<file path="src/sgc_pkg.sv">
// sgc_pkg: constants, types and decode helpers for the switch global control registers.
// assumes an 8-bit register port with 20-bit byte addresses and one 125 MHz clock.
package sgc_pkg;

  // ****************************************************************
  // register byte addresses
  // ****************************************************************
  localparam logic [19:0] ADDR_MASTER_ENABLE = 20'h00103;
  localparam logic [19:0] ADDR_VC_COMMAND    = 20'h00104;
  localparam logic [19:0] ADDR_MEM_CONFIG    = 20'h00105;
  localparam logic [19:0] ADDR_CLOCK_ACCESS  = 20'h00106;
  localparam logic [19:0] ADDR_ALIGN         = 20'h00107;
  localparam logic [19:0] ADDR_FALLBACK      = 20'h00108;

  // ****************************************************************
  // field positions and reset values
  // ****************************************************************
  localparam int unsigned BRIDGE_ENABLE_BIT = 6;
  localparam int unsigned SUBRATE_BIT       = 7;
  localparam logic [7:0]  CMD_NOP           = 8'h00;
  localparam logic [7:0]  MEM_CONFIG_RESET  = 8'h40;
  localparam logic [7:0]  ACCESS_RESET      = 8'h00;
  localparam logic [7:0]  ALIGN_RESET       = 8'h00;

  // ****************************************************************
  // command and selector encodings
  // ****************************************************************
  localparam logic [7:0] VC_START_NOW   = 8'h11;
  localparam logic [7:0] VC_PAUSE_NOW   = 8'h02;
  localparam logic [7:0] VC_START_FRAME = 8'h01;
  localparam logic [7:0] VC_PAUSE_FRAME = 8'h12;
  localparam logic [7:0] FB_GO          = 8'h01;
  localparam logic [7:0] FB_CLEAR       = 8'h02;
  localparam logic [7:0] FB_FORCE       = 8'h04;
  localparam logic [7:0] FB_GO_FRAME    = 8'h11;
  localparam logic [7:0] FB_CLEAR_FRAME = 8'h12;
  localparam logic [7:0] FB_FORCE_FRAME = 8'h14;
  localparam logic [7:0] FB_COPY        = 8'h20;
  localparam logic [7:0] ACCESS_ACTIVE  = 8'h01;
  localparam logic [7:0] ALIGN_SNAP     = 8'h01;
  localparam logic [7:0] ALIGN_SLIDE    = 8'h02;

  localparam logic [6:0] CFG_4K_SB       = 7'h40;
  localparam logic [6:0] CFG_2K_DB       = 7'h20;
  localparam logic [6:0] CFG_2K_SB_1K_DB = 7'h30;
  localparam logic [6:0] CFG_2K_SB_256VC = 7'h22;
  localparam logic [6:0] CFG_1K_DB_256VC = 7'h12;
  localparam logic [6:0] CFG_512VC       = 7'h04;

  localparam logic [12:0] CAP_4096 = 13'h1000;
  localparam logic [12:0] CAP_2048 = 13'h0800;
  localparam logic [12:0] CAP_1024 = 13'h0400;
  localparam logic [9:0]  VC_512   = 10'h200;
  localparam logic [9:0]  VC_256   = 10'h100;

  // ****************************************************************
  // timing
  // ****************************************************************
  localparam int unsigned FRAME_PERIOD_NS      = 125000;
  localparam int unsigned CLOCK_PERIOD_NS      = 8;
  localparam int unsigned FRAME_CYCLES_DEFAULT = FRAME_PERIOD_NS / CLOCK_PERIOD_NS;

  // ****************************************************************
  // types
  // ****************************************************************
  typedef enum logic [2:0] {
    OP_NONE     = 3'b000,
    OP_VC_START = 3'b001,
    OP_VC_PAUSE = 3'b010,
    OP_GO       = 3'b011,
    OP_CLEAR    = 3'b100,
    OP_FORCE    = 3'b101,
    OP_COPY     = 3'b110
  } sgc_op_type;

  typedef enum logic {
    SET_X = 1'b0,
    SET_Y = 1'b1
  } sgc_clock_set_type;

  typedef struct packed {
    logic       framed;
    sgc_op_type op;
  } sgc_cmd_type;

  typedef struct packed {
    logic        known;
    logic        vc_cfg;
    logic        std_enable;
    logic        constant_delay;
    logic [12:0] sb_conn;
    logic [12:0] db_conn;
    logic [9:0]  vc_chan;
  } sgc_mem_cfg_type;

  // ****************************************************************
  // decode helpers
  // ****************************************************************
  function automatic sgc_cmd_type decode_command(input logic is_fallback, input logic [7:0] v);
    sgc_cmd_type c;
    c = '{framed: 1'b0, op: OP_NONE};
    if (!is_fallback) begin
      case (v)
        VC_START_NOW:   c = '{framed: 1'b0, op: OP_VC_START};
        VC_PAUSE_NOW:   c = '{framed: 1'b0, op: OP_VC_PAUSE};
        VC_START_FRAME: c = '{framed: 1'b1, op: OP_VC_START};
        VC_PAUSE_FRAME: c = '{framed: 1'b1, op: OP_VC_PAUSE};
        default:        c = '{framed: 1'b0, op: OP_NONE};
      endcase
    end else begin
      case (v)
        FB_GO:          c = '{framed: 1'b0, op: OP_GO};
        FB_CLEAR:       c = '{framed: 1'b0, op: OP_CLEAR};
        FB_FORCE:       c = '{framed: 1'b0, op: OP_FORCE};
        FB_GO_FRAME:    c = '{framed: 1'b1, op: OP_GO};
        FB_CLEAR_FRAME: c = '{framed: 1'b1, op: OP_CLEAR};
        FB_FORCE_FRAME: c = '{framed: 1'b1, op: OP_FORCE};
        FB_COPY:        c = '{framed: 1'b0, op: OP_COPY};
        default:        c = '{framed: 1'b0, op: OP_NONE};
      endcase
    end
    return c;
  endfunction

  function automatic sgc_mem_cfg_type mem_cfg_decode(input logic [6:0] sel);
    sgc_mem_cfg_type m;
    m = '0;
    case (sel)
      CFG_4K_SB:       m = '{1'b1, 1'b0, 1'b1, 1'b0, CAP_4096, 13'h0000, 10'h000};
      CFG_2K_DB:       m = '{1'b1, 1'b0, 1'b1, 1'b1, 13'h0000, CAP_2048, 10'h000};
      CFG_2K_SB_1K_DB: m = '{1'b1, 1'b0, 1'b1, 1'b1, CAP_2048, CAP_1024, 10'h000};
      CFG_2K_SB_256VC: m = '{1'b1, 1'b1, 1'b1, 1'b0, CAP_2048, 13'h0000, VC_256};
      CFG_1K_DB_256VC: m = '{1'b1, 1'b1, 1'b1, 1'b1, 13'h0000, CAP_1024, VC_256};
      CFG_512VC:       m = '{1'b1, 1'b1, 1'b0, 1'b0, 13'h0000, 13'h0000, VC_512};
      default:         m = '0;
    endcase
    return m;
  endfunction

endpackage

</file>
<file path="src/sgc_frame_tick.sv">
// sgc_frame_tick: free-running divider that makes the internal 8 kHz frame reference pulse.
// assumes one clock; the pulse is one cycle wide every FRAME_CYCLES cycles.
`timescale 1ns/1ps
`default_nettype none
module sgc_frame_tick #(
  parameter int unsigned FRAME_CYCLES = sgc_pkg::FRAME_CYCLES_DEFAULT
) (
  input  wire logic clock,
  input  wire logic rst_n,
  output var  logic frame_tick_q
);
  import sgc_pkg::*;

  localparam int unsigned CW = (FRAME_CYCLES > 1) ? $clog2(FRAME_CYCLES) : 1;
  localparam logic [CW-1:0] LAST = CW'(FRAME_CYCLES - 1);

  typedef struct packed {
    logic [CW-1:0] count;
    logic          tick;
  } sgc_tick_state_type;

  sgc_tick_state_type st_q;
  sgc_tick_state_type st_d;

  always_comb begin
    st_d = st_q;
    if (st_q.count == LAST) begin
      st_d.count = '0;
      st_d.tick  = 1'b1;
    end else begin
      st_d.count = st_q.count + CW'(1);
      st_d.tick  = 1'b0;
    end
  end

  always_ff @(posedge clock) begin
    if (!rst_n) begin
      st_q <= '0;
    end else begin
      st_q <= st_d;
    end
  end

  assign frame_tick_q = st_q.tick;
endmodule
`default_nettype wire

</file>
<file path="src/sgc_global_control.sv">
// sgc_global_control: global control registers of the time-slot switch (vc command,
// memory configuration, clock set access, phase alignment, fallback command).
// assumes a byte-wide host register port on the same clock, and a host-type pin from the board.
`timescale 1ns/1ps
`default_nettype none
// Contract
// bridge enable bit works only with pci host; otherwise reserved and ignored.
// vc command write launches action, then register self-clears to no-operation.
// vc command codes: 11 start now, 02 pause now, 01/12 framed.
// framed start or pause acts on the internal 8 kHz frame pulse.
// memory mode bit 7 enables subrate switching; clear at reset.
// low seven bits pick 4k single, 2k double, or 2k single+1k double.
// 22 gives 2k single+256 vc; 12 gives 1k double+256 vc.
// single buffer minimum delay only; double allows constant delay; capacities per config.
// packet-only disables standard switching, 512 vc; mixed configs give 256 vc.
// microprocessor host may only pick the three standard configurations.
// two clock sets x and y; exactly one active, set by fallback.
// access selector zero reaches inactive set; value 01 reaches active set.
// alignment selector: 0 off, 01 snap, 02 slide.
// alignment acts between internal frame and one chosen incoming reference.
// fallback command write launches command, then register self-clears.
// after reset y active, x inactive, accesses go to x.
// clocks-go makes x active, now or at next frame pulse.
// fallback-clear flips active assignment after fallback event, now or framed.
// fallback-force creates fallback event and flips assignment, now or framed.
// copy command copies active set into inactive set at once only.
// fallback codes 01 go, 02 clear, 04 force, plus bit 4 framed, 20 copy.
// memory config 04 selects packet-only with 512 virtual channels.
// undefined command values do nothing.
module sgc_global_control #(
  parameter int unsigned FRAME_CYCLES = sgc_pkg::FRAME_CYCLES_DEFAULT
) (
  input  wire logic                       clock,
  input  wire logic                       rst_n,
  input  wire logic                       pci_mode_sel,
  input  wire logic                       reg_wr_en,
  input  wire logic                       reg_rd_en,
  input  wire logic [19:0]                reg_addr,
  input  wire logic [7:0]                 reg_wr_data,
  output var  logic [7:0]                 reg_rd_data,
  output var  logic                       reg_rd_valid,
  output var  logic                       vc_switching_enable,
  output var  logic                       subrate_switch_enable,
  output var  logic [6:0]                 memory_config_select,
  output var  logic                       std_switching_enable,
  output var  logic                       constant_delay_capable,
  output var  logic [12:0]                single_buffer_connections,
  output var  logic [12:0]                double_buffer_connections,
  output var  logic [9:0]                 vc_channel_limit,
  output var  logic                       memory_config_invalid,
  output var  logic                       bridge_port_output_enable,
  output var  sgc_pkg::sgc_clock_set_type active_clock_set,
  output var  sgc_pkg::sgc_clock_set_type clock_access_set,
  output var  logic                       alignment_snap,
  output var  logic                       alignment_slide,
  output var  logic                       fallback_pending_event,
  output var  logic                       copy_active_to_inactive,
  output var  logic                       frame_tick
);
  import sgc_pkg::*;

  // ****************************************************************
  // state
  // ****************************************************************
  typedef struct packed {
    logic              pci_sync1;
    logic              pci_sync2;
    logic              bridge_bit;
    logic [7:0]        vc_cmd;
    logic [7:0]        fb_cmd;
    logic [7:0]        mem_cfg;
    logic [7:0]        access_sel;
    logic [7:0]        align_sel;
    sgc_op_type        vc_pend;
    sgc_op_type        fb_pend;
    logic              vc_enable;
    sgc_clock_set_type active_set;
    logic              fallback_event;
    logic              copy_pulse;
    logic [7:0]        rd_data;
    logic              rd_valid;
    logic              bridge_oe;
    sgc_clock_set_type access_set;
    logic              snap;
    logic              slide;
    sgc_mem_cfg_type   cfg;
    logic              cfg_invalid;
  } sgc_state_type;

  sgc_state_type st_q;
  sgc_state_type st_d;
  sgc_cmd_type   vc_dec;
  sgc_cmd_type   fb_dec;

  // one action on the switching state or the clock set assignment
  function automatic sgc_state_type apply_op(input sgc_op_type op, input sgc_state_type s);
    sgc_state_type r;
    r = s;
    case (op)
      OP_VC_START: r.vc_enable = 1'b1;
      OP_VC_PAUSE: r.vc_enable = 1'b0;
      OP_GO:       r.active_set = SET_X;
      OP_CLEAR: begin
        // a clear with no outstanding fallback leaves the assignment alone
        if (s.fallback_event) begin
          r.active_set     = sgc_clock_set_type'(~s.active_set);
          r.fallback_event = 1'b0;
        end
      end
      OP_FORCE: begin
        r.active_set     = sgc_clock_set_type'(~s.active_set);
        r.fallback_event = 1'b1;
      end
      default: r = s;
    endcase
    return r;
  endfunction

  // ****************************************************************
  // frame reference
  // ****************************************************************
  sgc_frame_tick #(
    .FRAME_CYCLES (FRAME_CYCLES)
  ) u_frame_tick (
    .clock        (clock),
    .rst_n        (rst_n),
    .frame_tick_q (frame_tick)
  );

  assign vc_dec = decode_command(1'b0, st_q.vc_cmd);
  assign fb_dec = decode_command(1'b1, st_q.fb_cmd);

  // ****************************************************************
  // next state
  // ****************************************************************
  always_comb begin
    st_d            = st_q;
    st_d.pci_sync1  = pci_mode_sel;
    st_d.pci_sync2  = st_q.pci_sync1;
    st_d.vc_cmd     = CMD_NOP;
    st_d.fb_cmd     = CMD_NOP;
    st_d.copy_pulse = 1'b0;
    st_d.rd_valid   = reg_rd_en;
    st_d.rd_data    = 8'h00;

    if (reg_wr_en) begin
      case (reg_addr)
        ADDR_MASTER_ENABLE: begin
          // the bit is reserved behind a microprocessor host, so the write is dropped
          if (st_q.pci_sync2) begin
            st_d.bridge_bit = reg_wr_data[BRIDGE_ENABLE_BIT];
          end
        end
        ADDR_VC_COMMAND:   st_d.vc_cmd     = reg_wr_data;
        ADDR_MEM_CONFIG:   st_d.mem_cfg    = reg_wr_data;
        ADDR_CLOCK_ACCESS: st_d.access_sel = reg_wr_data;
        ADDR_ALIGN:        st_d.align_sel  = reg_wr_data;
        ADDR_FALLBACK:     st_d.fb_cmd     = reg_wr_data;
        default: ;
      endcase
    end

    // framed commands fire on the frame pulse; an immediate command in the same cycle wins
    if (frame_tick) begin
      st_d         = apply_op(st_q.vc_pend, st_d);
      st_d         = apply_op(st_q.fb_pend, st_d);
      st_d.vc_pend = OP_NONE;
      st_d.fb_pend = OP_NONE;
    end

    if (vc_dec.op != OP_NONE) begin
      if (vc_dec.framed) begin
        st_d.vc_pend = vc_dec.op;
      end else begin
        st_d         = apply_op(vc_dec.op, st_d);
        st_d.vc_pend = OP_NONE;
      end
    end

    if (fb_dec.op == OP_COPY) begin
      st_d.copy_pulse = 1'b1;
    end else if (fb_dec.op != OP_NONE) begin
      if (fb_dec.framed) begin
        st_d.fb_pend = fb_dec.op;
      end else begin
        st_d         = apply_op(fb_dec.op, st_d);
        st_d.fb_pend = OP_NONE;
      end
    end

    // decoded views are registered from the next state so they line up with their source;
    // the host-type pin is read only from the second synchroniser stage, never the first
    st_d.bridge_oe   = st_d.bridge_bit & st_q.pci_sync2;
    st_d.access_set  = (st_d.access_sel == ACCESS_ACTIVE) ? st_d.active_set :
                       sgc_clock_set_type'(~st_d.active_set);
    st_d.snap        = (st_d.align_sel == ALIGN_SNAP);
    st_d.slide       = (st_d.align_sel == ALIGN_SLIDE);
    st_d.cfg         = mem_cfg_decode(st_d.mem_cfg[6:0]);
    st_d.cfg_invalid = !st_d.cfg.known || (st_d.cfg.vc_cfg && !st_q.pci_sync2);

    if (reg_rd_en) begin
      case (reg_addr)
        ADDR_MASTER_ENABLE: st_d.rd_data[BRIDGE_ENABLE_BIT] = st_q.bridge_bit & st_q.pci_sync2;
        ADDR_MEM_CONFIG:    st_d.rd_data = st_q.mem_cfg;
        ADDR_CLOCK_ACCESS:  st_d.rd_data = st_q.access_sel;
        ADDR_ALIGN:         st_d.rd_data = st_q.align_sel;
        default:            st_d.rd_data = 8'h00;
      endcase
    end
  end

  always_ff @(posedge clock) begin
    if (!rst_n) begin
      st_q            <= '0;
      st_q.mem_cfg    <= MEM_CONFIG_RESET;
      st_q.access_sel <= ACCESS_RESET;
      st_q.align_sel  <= ALIGN_RESET;
      st_q.active_set <= SET_Y;
      st_q.access_set <= SET_X;
      st_q.cfg        <= mem_cfg_decode(MEM_CONFIG_RESET[6:0]);
    end else begin
      st_q <= st_d;
    end
  end

  // ****************************************************************
  // outputs
  // ****************************************************************
  assign reg_rd_data               = st_q.rd_data;
  assign reg_rd_valid              = st_q.rd_valid;
  assign vc_switching_enable       = st_q.vc_enable;
  assign subrate_switch_enable     = st_q.mem_cfg[SUBRATE_BIT];
  assign memory_config_select      = st_q.mem_cfg[6:0];
  assign std_switching_enable      = st_q.cfg.std_enable;
  assign constant_delay_capable    = st_q.cfg.constant_delay;
  assign single_buffer_connections = st_q.cfg.sb_conn;
  assign double_buffer_connections = st_q.cfg.db_conn;
  assign vc_channel_limit          = st_q.cfg.vc_chan;
  assign memory_config_invalid     = st_q.cfg_invalid;
  assign bridge_port_output_enable = st_q.bridge_oe;
  assign active_clock_set          = st_q.active_set;
  assign clock_access_set          = st_q.access_set;
  assign alignment_snap            = st_q.snap;
  assign alignment_slide           = st_q.slide;
  assign fallback_pending_event    = st_q.fallback_event;
  assign copy_active_to_inactive   = st_q.copy_pulse;
endmodule
`default_nettype wire

</file>
<file path="config.mk">
export PLATFORM = sky130hd
export DESIGN_NAME = sgc_global_control
export DESIGN_NICKNAME = d
export VERILOG_FILES = /design/src/sgc_pkg.sv /design/src/sgc_frame_tick.sv /design/src/sgc_global_control.sv
export SDC_FILE = /design/constraint.sdc
export NUM_CORES = 1
export LEC_CHECK = 0
export BUFFER_PORTS_ARGS = -buffer_cell sky130_fd_sc_hd__buf_2
export CELL_PAD_IN_SITES_DETAIL_PLACEMENT = 1
export CELL_PAD_IN_SITES_GLOBAL_PLACEMENT = 1
export CORE_MARGIN = 8
export CORE_UTILIZATION = 37
export CTS_CLUSTER_DIAMETER = 150
export DETAILED_ROUTE_END_ITERATION = 10
export GPL_TIMING_DRIVEN = 0
export PLACE_DENSITY_LB_ADDON = 0.1
export SYNTH_ARGS = -nofsm -noshare
export SYNTH_HDL_FRONTEND = slang
export SYNTH_HIERARCHICAL = 1
export SYNTH_SLANG_ARGS = --single-unit
</file>
<file path="constraint.sdc">
create_clock -name clock -period 2.5 [get_ports clock]
set_input_delay 0.75 -clock clock [delete_from_list [all_inputs] [get_ports clock]]
set_output_delay 0.75 -clock clock [all_outputs]
set_load 0.01 [all_outputs]
</file>
* After elaboration in Yosys (flattened, before gate mapping)
Cells that the tools add are included.
Storage, ports and cells: bits in registers 122, input port bits 33, output and inout port bits 65, logic and storage cells 139
Cells by class: $add $sub $neg 1, equality and inequality tests 48, mux-type cells 45, bitwise gates (word level) 8, reduce and logical (&&, ||, !) cells 7
Operators with widths (number):
- one-hot mux 40 bit (6 select lines) | 1
- 2-to-1 mux 64 bit | 2
- equality test 20 x 9 -> 1 bit, second input constant | 6
- 2-to-1 mux 58 bit | 2
- 2-to-1 mux 61 bit | 1
- 2-to-1 mux 54 bit | 1
- 2-to-1 mux 8 bit | 6
- 2-to-1 mux 41 bit | 1
- equality test 8 x 5 -> 1 bit, second input constant | 5
- equality test 8 x 1 -> 1 bit, second input constant | 4
- one-hot mux 4 bit (7 select lines) | 1
- equality test 3 bit, second input constant | 9
- equality test 3 x 2 -> 1 bit, second input constant | 8
- equality test 8 x 2 -> 1 bit, second input constant | 3
- one-hot mux 6 bit (4 select lines) | 1
- equality test 7 x 6 -> 1 bit, second input constant | 3
- one-hot mux 1 bit (2 select lines) | 8
- one-hot mux 4 bit (4 select lines) | 1
- adder 14 x 1 -> 14 bit, second input constant | 1
- equality test 14 bit, second input constant | 1
- equality test 3 x 1 -> 1 bit, second input constant | 4
- one-hot mux 1 bit (3 select lines) | 4
- equality test 8 x 3 -> 1 bit, second input constant | 1
- equality test 8 x 6 -> 1 bit, second input constant | 1
- 15 further kinds | 34

* Depth between registers and ports, before layout
Gate-level depths: netlist (run 1).
depth in word-level cells 21, depth in mapped cells 10, gate-level depth less buffers 10

* Hierarchy
The synthesis (run 1) kept the hierarchy.
By module, submodules not included:
- sgc_global_control | times used 1, cells each 438, area each 3976.3 µm², sequential area each 1481.4 µm²
- sgc_frame_tick | times used 1, cells each 74, area each 664.4 µm², sequential area each 300.3 µm²

* Worst setup path after synthesis (run 1)
Ideal clock, no wire load.
kind register to register, start register st_q[98] (netlist name), end register st_q (netlist bit clock_access_set), library setup time 0.116 ns, arrival time 2.207 ns, data required time 2.384 ns, path slack 0.177 ns, stages on the path, launching flop included 8, path buffers 0, period minus slack after synthesis 2.323 ns, cells stage by stage dfxtp_1 -> or4_1 -> or3_1 -> ha_1 -> a211o_2 -> a21o_1 -> a21oi_1 -> and3b_1
On the way: longest elaborated chain between the ends 14, elaborated cells between the ends (all ways) 21, classes of those cells 7 x eq/ne; 11 x mux; 2 x bitwise; 1 x reduce/logical
Ends and longest elaborated chain:
- from (decl) | line sgc_global_control.sv:90 | sgc_state_type st_q;
- from (signal assigned) | line sgc_global_control.sv:222 | st_q <= st_d;
- equality test 8 x 5 -> 1 bit, or another cell as far along | line sgc_pkg.sv:103 | case (v)
- one-hot mux 4 bit (4 select lines) * | line sgc_pkg.sv:103
- equality test 3 bit or equality test 3 x 2 -> 1 bit (tied branches) | line sgc_global_control.sv:99 | case (op)
- one-hot mux 1 bit (3 select lines) | line sgc_global_control.sv:99
- 2-to-1 mux 58 bit | line sgc_global_control.sv:172 | if (vc_dec.framed) begin
- 2-to-1 mux 64 bit * | line sgc_global_control.sv:171 | if (vc_dec.op != OP_NONE) begin
- inverter 1 bit | line sgc_global_control.sv:106, sgc_global_control.sv:111
- 2-to-1 mux 2 bit | line sgc_global_control.sv:105 | if (s.fallback_event) begin
- one-hot mux 1 bit (3 select lines) | line sgc_global_control.sv:99
- 2-to-1 mux 58 bit | line sgc_global_control.sv:183 | if (fb_dec.framed) begin
- 2-to-1 mux 61 bit | line sgc_global_control.sv:182 | end else if (fb_dec.op != OP_NONE) begin
- 2-to-1 mux 6 bit * | line sgc_global_control.sv:180 | if (fb_dec.op == OP_COPY) begin
- inverter 1 bit | line sgc_global_control.sv:195 | sgc_clock_set_type'(~st_d.active_set);
- 2-to-1 mux 1 bit * | line sgc_global_control.sv:194 | st_d.access_set = (st_d.access_sel == ACCESS_ACTIVE) ? st_d.active_set :
Every way passes the cells marked *; elsewhere a longest branch is shown, timed or not. A chain may end at the register's enable or synchronous reset.

* Final worst setup path (run 1)
Ends and elaborated chain as after synthesis.

==> impl_metrics.yaml, run 1 <==
critical_path:
  r2r_start: "st_q[98]"
  cp-start-kind: "flop"
  critPathMaxFanout: 4
  regToRegEndpoint: "clock_access_set"
  timing.critical_path.to_type: "flop"
  reg2reg_depth: 10
  worst_ep_arrival_time_ps: 2660
  crit_required_ps: 2730
  timing_worst_setup_path_type: "flop to flop"
  reg2reg_setup_slack_ps: 70
clocking:
  hold_bufs_inserted_after_cts: 0
  cts.sink_count: 89
  clock_buffers_created_by_tritoncts: 9
  worst_skew_pair.late_latency_ps: 340
  cts_tree: "yes"
  clkSlewWorstSetupHoldPaths_ps: 70
  cts-root-buf: "sky130_fd_sc_hd__clkbuf_16"
  cts_buffer_depth: 2
  cts_htree_levels: 3
synthesis:
  synth-edff-count: 0
  area_fraction_of_the_dominant_cell_type_after_synthesis_pct: 38.4
  netlist_area_mm2: 0.00464
  synth_area_leaders: "sky130_fd_sc_hd__dfxtp_1 38%, sky130_fd_sc_hd__buf_4 8.6%, sky130_fd_sc_hd__nor2_1 3.2%"
  postSynthAreaPerCell_um2: 9.06
  yosys.cell_types.count: 67
  netlist.top_cell.by_area: "sky130_fd_sc_hd__dfxtp_1"
  synth-async-reset-ratio_pct: 0
  ys_ff_latch: 89
  ys_warn_count: 6
  synthCells: 512
  ys_seq_area_share_pct: 38.4
  dominantRegCellSynth: "sky130_fd_sc_hd__dfxtp_1"
timing:
  timing.hold.ws_ps: 433
  timing_worst_slew_pin_value_ps: 592
  worst_clock_skew_ps: 5.66
  drv_slew: 0
  final-setup-viol-count: 0
  min_period_over_period_pct: 97.1
  maxClockFrequency_ghz: 0.412
  finalHoldViolations: 0
  worst_max_slew_margin_expressed_relative_to_the_limit_pct: 60.6
  period_needed_ps: 2430
finish:
  final_nets: 659
  diodes: 0
  area.growth.synth_to_final_pct: 22.0
  final_design_area_no_fill_mm2: 0.00566
  layout-drive-gt1-share_pct: 28.9
routing:
  drt_drc_violations_left: 0
  drt-initial-drc-count: 203
  ant_nets: 0
  drt_pre_antenna_iters: 4
  detail_route.wl_per_cell_um: 16.2
  wirelength_um: 12900
  vias: 3856
  vias_per_std_cell: 4.85
place:
  dpl.hpwl_um: 9770
  placed_cell_area_mm2: 0.00528
  port-buffer-count: 63
  gp_congestion: 0.784
global_route:
  grt_first_pass_wirelength_um: 20700
  grtUsageTotal_pct: 16.0
  antenna_found_initial: 0
  top_usage_layer: "met2"
  groute.layer.met1.usage_pct: 19.2
  grt.met3_usage_pct: 3.87
  grtUsageMet2_pct: 27.0
  first_global_vias: 4086
  grt_start_max_net_pins: 17
  grt_overflow_total: 0
pwr:
  ir_drop_worst_case_vdd_mv: 0.322
  power.static_leakage_nw: 2.39
  power_density_over_cell_area_mw_per_mm2: 551
floorplan:
  num_rows: 41
  die_area_mm2: 0.0164
  chipHeight_um: 128
  dieWidth_um: 128
  ios: 98
  initial_util_pct: 37.4
  placeable_area_mm2: 0.0124
job:
  max_cap_violations: 0
min_path:
  worst_hold_path.num_cells: 1
  timing.hold.worst.start: "st_q[106]"
  timing.hold.worst_endpoint: "st_q[105]"
  min_path_type: "flop to flop"
outcome:
  outcome: "complete, no violations"
## cells by family after synthesis
logic type               share of synthesized area (%)
AO/OA/AOI/OAI                                     9.79
XOR/XNOR                                          3.96
flip-flops                                        38.4
other                                           0.0808
buffers and inverters                             12.6
AND/OR/NAND/NOR                                   28.0
adder cells (fa/ha/maj)                           2.16
multiplexers                                      5.01
## stage by stage
stage,instances,utilization [%],worst slack (ps),power (mW),TNS [ps]
after floorplan,541,-,177,1.59,0
after global placement,776,42.5,-44.6,1.66,-80.6
after detailed placement,776,42.5,-109,1.67,-319
after CTS,792,45.2,24.4,3.16,0
after global routing,795,45.6,-44.3,3.25,-44.3
final,795,45.6,71.3,3.12,0
## metal layers
metal / up-vias / routed length [um] / part of all wire, %
met2: 89 / 6240 / 49
met1: 1858 / 5730 / 45
met3: 13 / 691 / 5.4
li1: 1896 / - / -
met4: 0 / 192 / 1.5
met5: - / 0 / 0
## cell usage in the layout (no fill, tap or decap), drive strengths merged, types with 4 or more instances in the layout
cell | Yosys | final
o21a | 4 | 4
xor2 | 8 | 8
and2 | 22 | 22
inv | 18 | 20
dfxtp | 89 | 89
nand3 | 27 | 27
a21boi | 17 | 17
nor2 | 41 | 41
nand2b | 7 | 7
nor2b | 17 | 17
nand3b | 5 | 5
nor4 | 14 | 14
clkbuf | 15 | 24
o21ai | 5 | 5
and3 | 5 | 5
ha | 8 | 8
mux2i | 12 | 12
nand2 | 39 | 39
conb | 1 | 30
nor3 | 10 | 10
xnor2 | 13 | 13
a22oi | 8 | 8
nand4 | 10 | 10
buf | 59 | 125
a21oi | 6 | 6
mux2 | 10 | 10
## report_power, final
group	leakage, nW	switching, mW	internal, mW
Clock	0.157	0.600	0.887
Sequential	0.718	0.00623	1.42
Combinational	1.52	0.121	0.0851
## worst max-delay path, stage by stage, from the launching register on
cell and delay [ps]:
sky130_fd_sc_hd__dfxtp_1 300, sky130_fd_sc_hd__or4_4 560, sky130_fd_sc_hd__nor2_4 150, sky130_fd_sc_hd__nand3b_1 210, sky130_fd_sc_hd__inv_1 140, sky130_fd_sc_hd__ha_1 150
sky130_fd_sc_hd__inv_1 40, sky130_fd_sc_hd__a211o_2 280, sky130_fd_sc_hd__a21o_1 200, sky130_fd_sc_hd__a21oi_2 110, sky130_fd_sc_hd__and3b_1 190
## final cells by class
cell class / count / area, um^2
fill: 1490 / 6750
multi-input combinational: 360 / 2420
sequential: 89 / 1780
buffer: 74 / 517
timing repair buffer: 66 / 338
clock buffer: 9 / 225
tap: 172 / 215
clock inverter: 7 / 103
inverter: 18 / 67.6
## flip-flops by register name, indices dropped and copies added (netlist names), 2 cells and up
| register | count |
|---|---|
| u_frame_tick/st_q | 14 |
| reg_rd_data | 8 |
| double_buffer_connections | 2 |
| st_q | 40 |
| vc_channel_limit | 2 |
| single_buffer_connections | 2 |
| memory_config_select | 7 |
## how the worst max path moves through the flow
stage	startpoint	to	cells past startpoint
4_1_cts	st_q[98]	clock_access_set	9
2_1_floorplan	st_q[98]	clock_access_set	7
6_report	st_q[98]	clock_access_set	10
3_5_place_dp	reg_addr[1]	clock_access_set	7
5_1_grt	st_q[98]	clock_access_set	10
3_3_place_gp	reg_addr[18]	clock_access_set	7
## what timing repair did
action	CTS	global route
endpoints found under the setup margin	1	1
pin swaps	0	3
buffers inserted	0	3
endpoints found under the hold margin	0	0
resized for setup	2	6
## synth_stat cells, drive strengths merged (4+ instances only)
| master | instances |
|---|---|
| dfxtp | 89 |
| buf | 59 |
| nor2 | 41 |
| nand2 | 39 |
| nand3 | 27 |
| and2 | 22 |
| inv | 18 |
| a21boi | 17 |
| nor2b | 17 |
| clkbuf | 15 |
| nor4 | 14 |
| xnor2 | 13 |
| mux2i | 12 |
| mux2 | 10 |
| nand4 | 10 |
| nor3 | 10 |
| a22oi | 8 |
| ha | 8 |
| xor2 | 8 |
| nand2b | 7 |
| a21oi | 6 |
| and3 | 5 |
| nand3b | 5 |
| o21ai | 5 |
| o21a | 4 |
(Power assumes the default switching activity.)
==> run 2: changes to the inputs <==
--- a/config.mk
+++ b/config.mk
@@ -8,12 +8,14 @@
 export BUFFER_PORTS_ARGS = -buffer_cell sky130_fd_sc_hd__buf_2
 export CELL_PAD_IN_SITES_DETAIL_PLACEMENT = 1
 export CELL_PAD_IN_SITES_GLOBAL_PLACEMENT = 1
+export CORE_ASPECT_RATIO = 1.4
 export CORE_MARGIN = 8
 export CORE_UTILIZATION = 37
 export CTS_CLUSTER_DIAMETER = 150
 export DETAILED_ROUTE_END_ITERATION = 10
 export GPL_TIMING_DRIVEN = 0
 export PLACE_DENSITY_LB_ADDON = 0.1
+export SETUP_SLACK_MARGIN = 0.05
 export SYNTH_ARGS = -nofsm -noshare
 export SYNTH_HDL_FRONTEND = slang
 export SYNTH_HIERARCHICAL = 1
==> impl_metrics.yaml, run 2 (synthesis results as in run 1) <==
timing:
  period_needed_ps: 2370
  worst_max_slew_margin_expressed_relative_to_the_limit_pct: 49.6
  final-setup-viol-count: 0
  drv_slew: 0
  grt_setup_unrepaired: "false"
  finalHoldViolations: 0
  worst_clock_skew_ps: 3.47
  min_period_over_period_pct: 94.9
  timing_worst_slew_pin_value_ps: 749
  maxClockFrequency_ghz: 0.422
  layout_setup_ws_ps: 128
critical_path:
  worstPathCellList: "or4_4 > nor2_4 > nand3b_1 > ha_4 > a211o_2 > a21o_1 > a21oi_1 > and3b_1"
  max_stage_delay_ps: 540
  path_buf_inv: 0
  cp-start-kind: "flop"
  crit_path_top_delay_cell: "sky130_fd_sc_hd__or4_4"
  timing.critical_path.to_type: "flop"
  timing_worst_setup_path_type: "flop to flop"
  crit_required_ps: 2730
  family_with_the_most_delay_on_the_worst_path: "simple AND/OR/NAND/NOR gates"
  worst_ep_arrival_time_ps: 2600
  critPathMaxFanout: 5
finish:
  multi_input_area_mm2: 0.00241
  area.growth.synth_to_final_pct: 21.2
  diodes: 0
  mostFrequentLayoutCells: "89 x sky130_fd_sc_hd__dfxtp_1, 66 x sky130_fd_sc_hd__buf_2, 55 x sky130_fd_sc_hd__buf_4"
  layout.filler_cells: 1476
  final_nets: 658
  layout.area.seq_mm2: 0.00178
  largest_register_ff_count: 40
  layout-drive-gt1-share_pct: 28.7
  mostFrequentLayoutCell: "sky130_fd_sc_hd__dfxtp_1"
  most_flop_heavy_register: "st_q"
place:
  port-buffer-count: 63
  gp_congestion: 0.804
  dpl.hpwl_um: 9700
  place_worst_setup_slack_ps: -103
clocking:
  cts-root-buf: "sky130_fd_sc_hd__clkbuf_16"
  worst_skew_pair.late_latency_ps: 340
  cts_htree_levels: 3
  clock_buffers_created_by_tritoncts: 9
  cts_buffer_depth: 2
  clkSlewWorstSetupHoldPaths_ps: 60
  cts.sink_count: 89
  cts_tree: "yes"
  hold_bufs_inserted_after_cts: 0
floorplan:
  placeable_area_mm2: 0.0123
  ios: 98
  chipHeight_um: 149
  num_rows: 48
  die_area_mm2: 0.0164
  initial_util_pct: 37.7
  dieWidth_um: 111
routing:
  ant_nets: 0
  drt_drc_violations_left: 0
  drt-initial-drc-count: 111
  vias: 3851
  drt_pre_antenna_iters: 5
  vias_per_std_cell: 4.99
  wirelength_um: 12800
  detail_route.wl_per_cell_um: 16.6
pwr:
  ir_drop_worst_case_vdd_mv: 0.330
  power.static_leakage_nw: 2.39
  post-layout-total-power_mw: 3.12
  power_density_over_cell_area_mw_per_mm2: 555
global_route:
  antenna_found_initial: 0
  grtUsageTotal_pct: 15.6
  first_global_vias: 4120
  grt_start_max_net_pins: 15
  grt_first_pass_wirelength_um: 20900
  grt_overflow_total: 0
job:
  max_cap_violations: 0
outcome:
  outcome: "complete, no violations"
min_path:
  min_path_type: "flop to flop"
==> run 2: area by class of cell <==
class                           instances  share of cell area (%)
Tap cell                              150                    3.34
Inverter                               18                    1.20
Timing Repair Buffer                   65                    5.87
Clock buffer                           11                    4.49
Multi-Input combinational cell        360                    42.9
Buffer                                 74                    9.19
Sequential cell                        89                    31.7
Clock inverter                          4                    1.36
==> run 2: through the flow <==
step | util, % | hold slack, ps | instance area [um^2] | instances | TNS [ps]
final | 45.7 | 438 | 5630 | 771 | 0
after global routing | 45.7 | 446 | 5630 | 771 | 0
after CTS | 45.4 | 437 | 5600 | 769 | 0
after detailed placement | 42.7 | 422 | 5250 | 754 | -140
after global placement | 42.7 | 419 | 5250 | 754 | -67.4
after floorplan | - | 412 | 4750 | 541 | 0
==> run 2: timing repair <==
| action | 4_1_cts | 5_1_grt |
|---|---|---|
| buffers inserted | 0 | 2 |
| pin swaps | 0 | 5 |
| gates resized for setup | 4 | 4 |
| endpoints found under the setup margin | 1 | 1 |
| gates cloned | 0 | 0 |
==> run 2: metal layers <==
metal	track usage, %	wire [um]	vias to the layer above
li1	-	-	1892
met1	17.8	5350	1873
met2	27.9	6750	76
met3	3.91	523	10
met4	4.95	142	0
met5	0	0	-
==> run 2: path summary, 6_finish.rpt <==
check / endpoint / depth (start not counted) / slack (ps) / startpoint
setup / recovery: clock_access_set / 8 / 130 / st_q[98]
hold / removal: st_q[105] / 1 / 440 / st_q[106]
hold reg to reg: st_q[105] / 1 / 440 / st_q[106]
setup reg to reg: clock_access_set / 8 / 130 / st_q[98]
==> run 2: power breakdown <==
| group | switching [mW] | internal, mW |
|---|---|---|
| logic | 0.121 | 0.0855 |
| clock network | 0.559 | 0.927 |
| registers | 0.00640 | 1.42 |
| total | 0.686 | 2.44 |
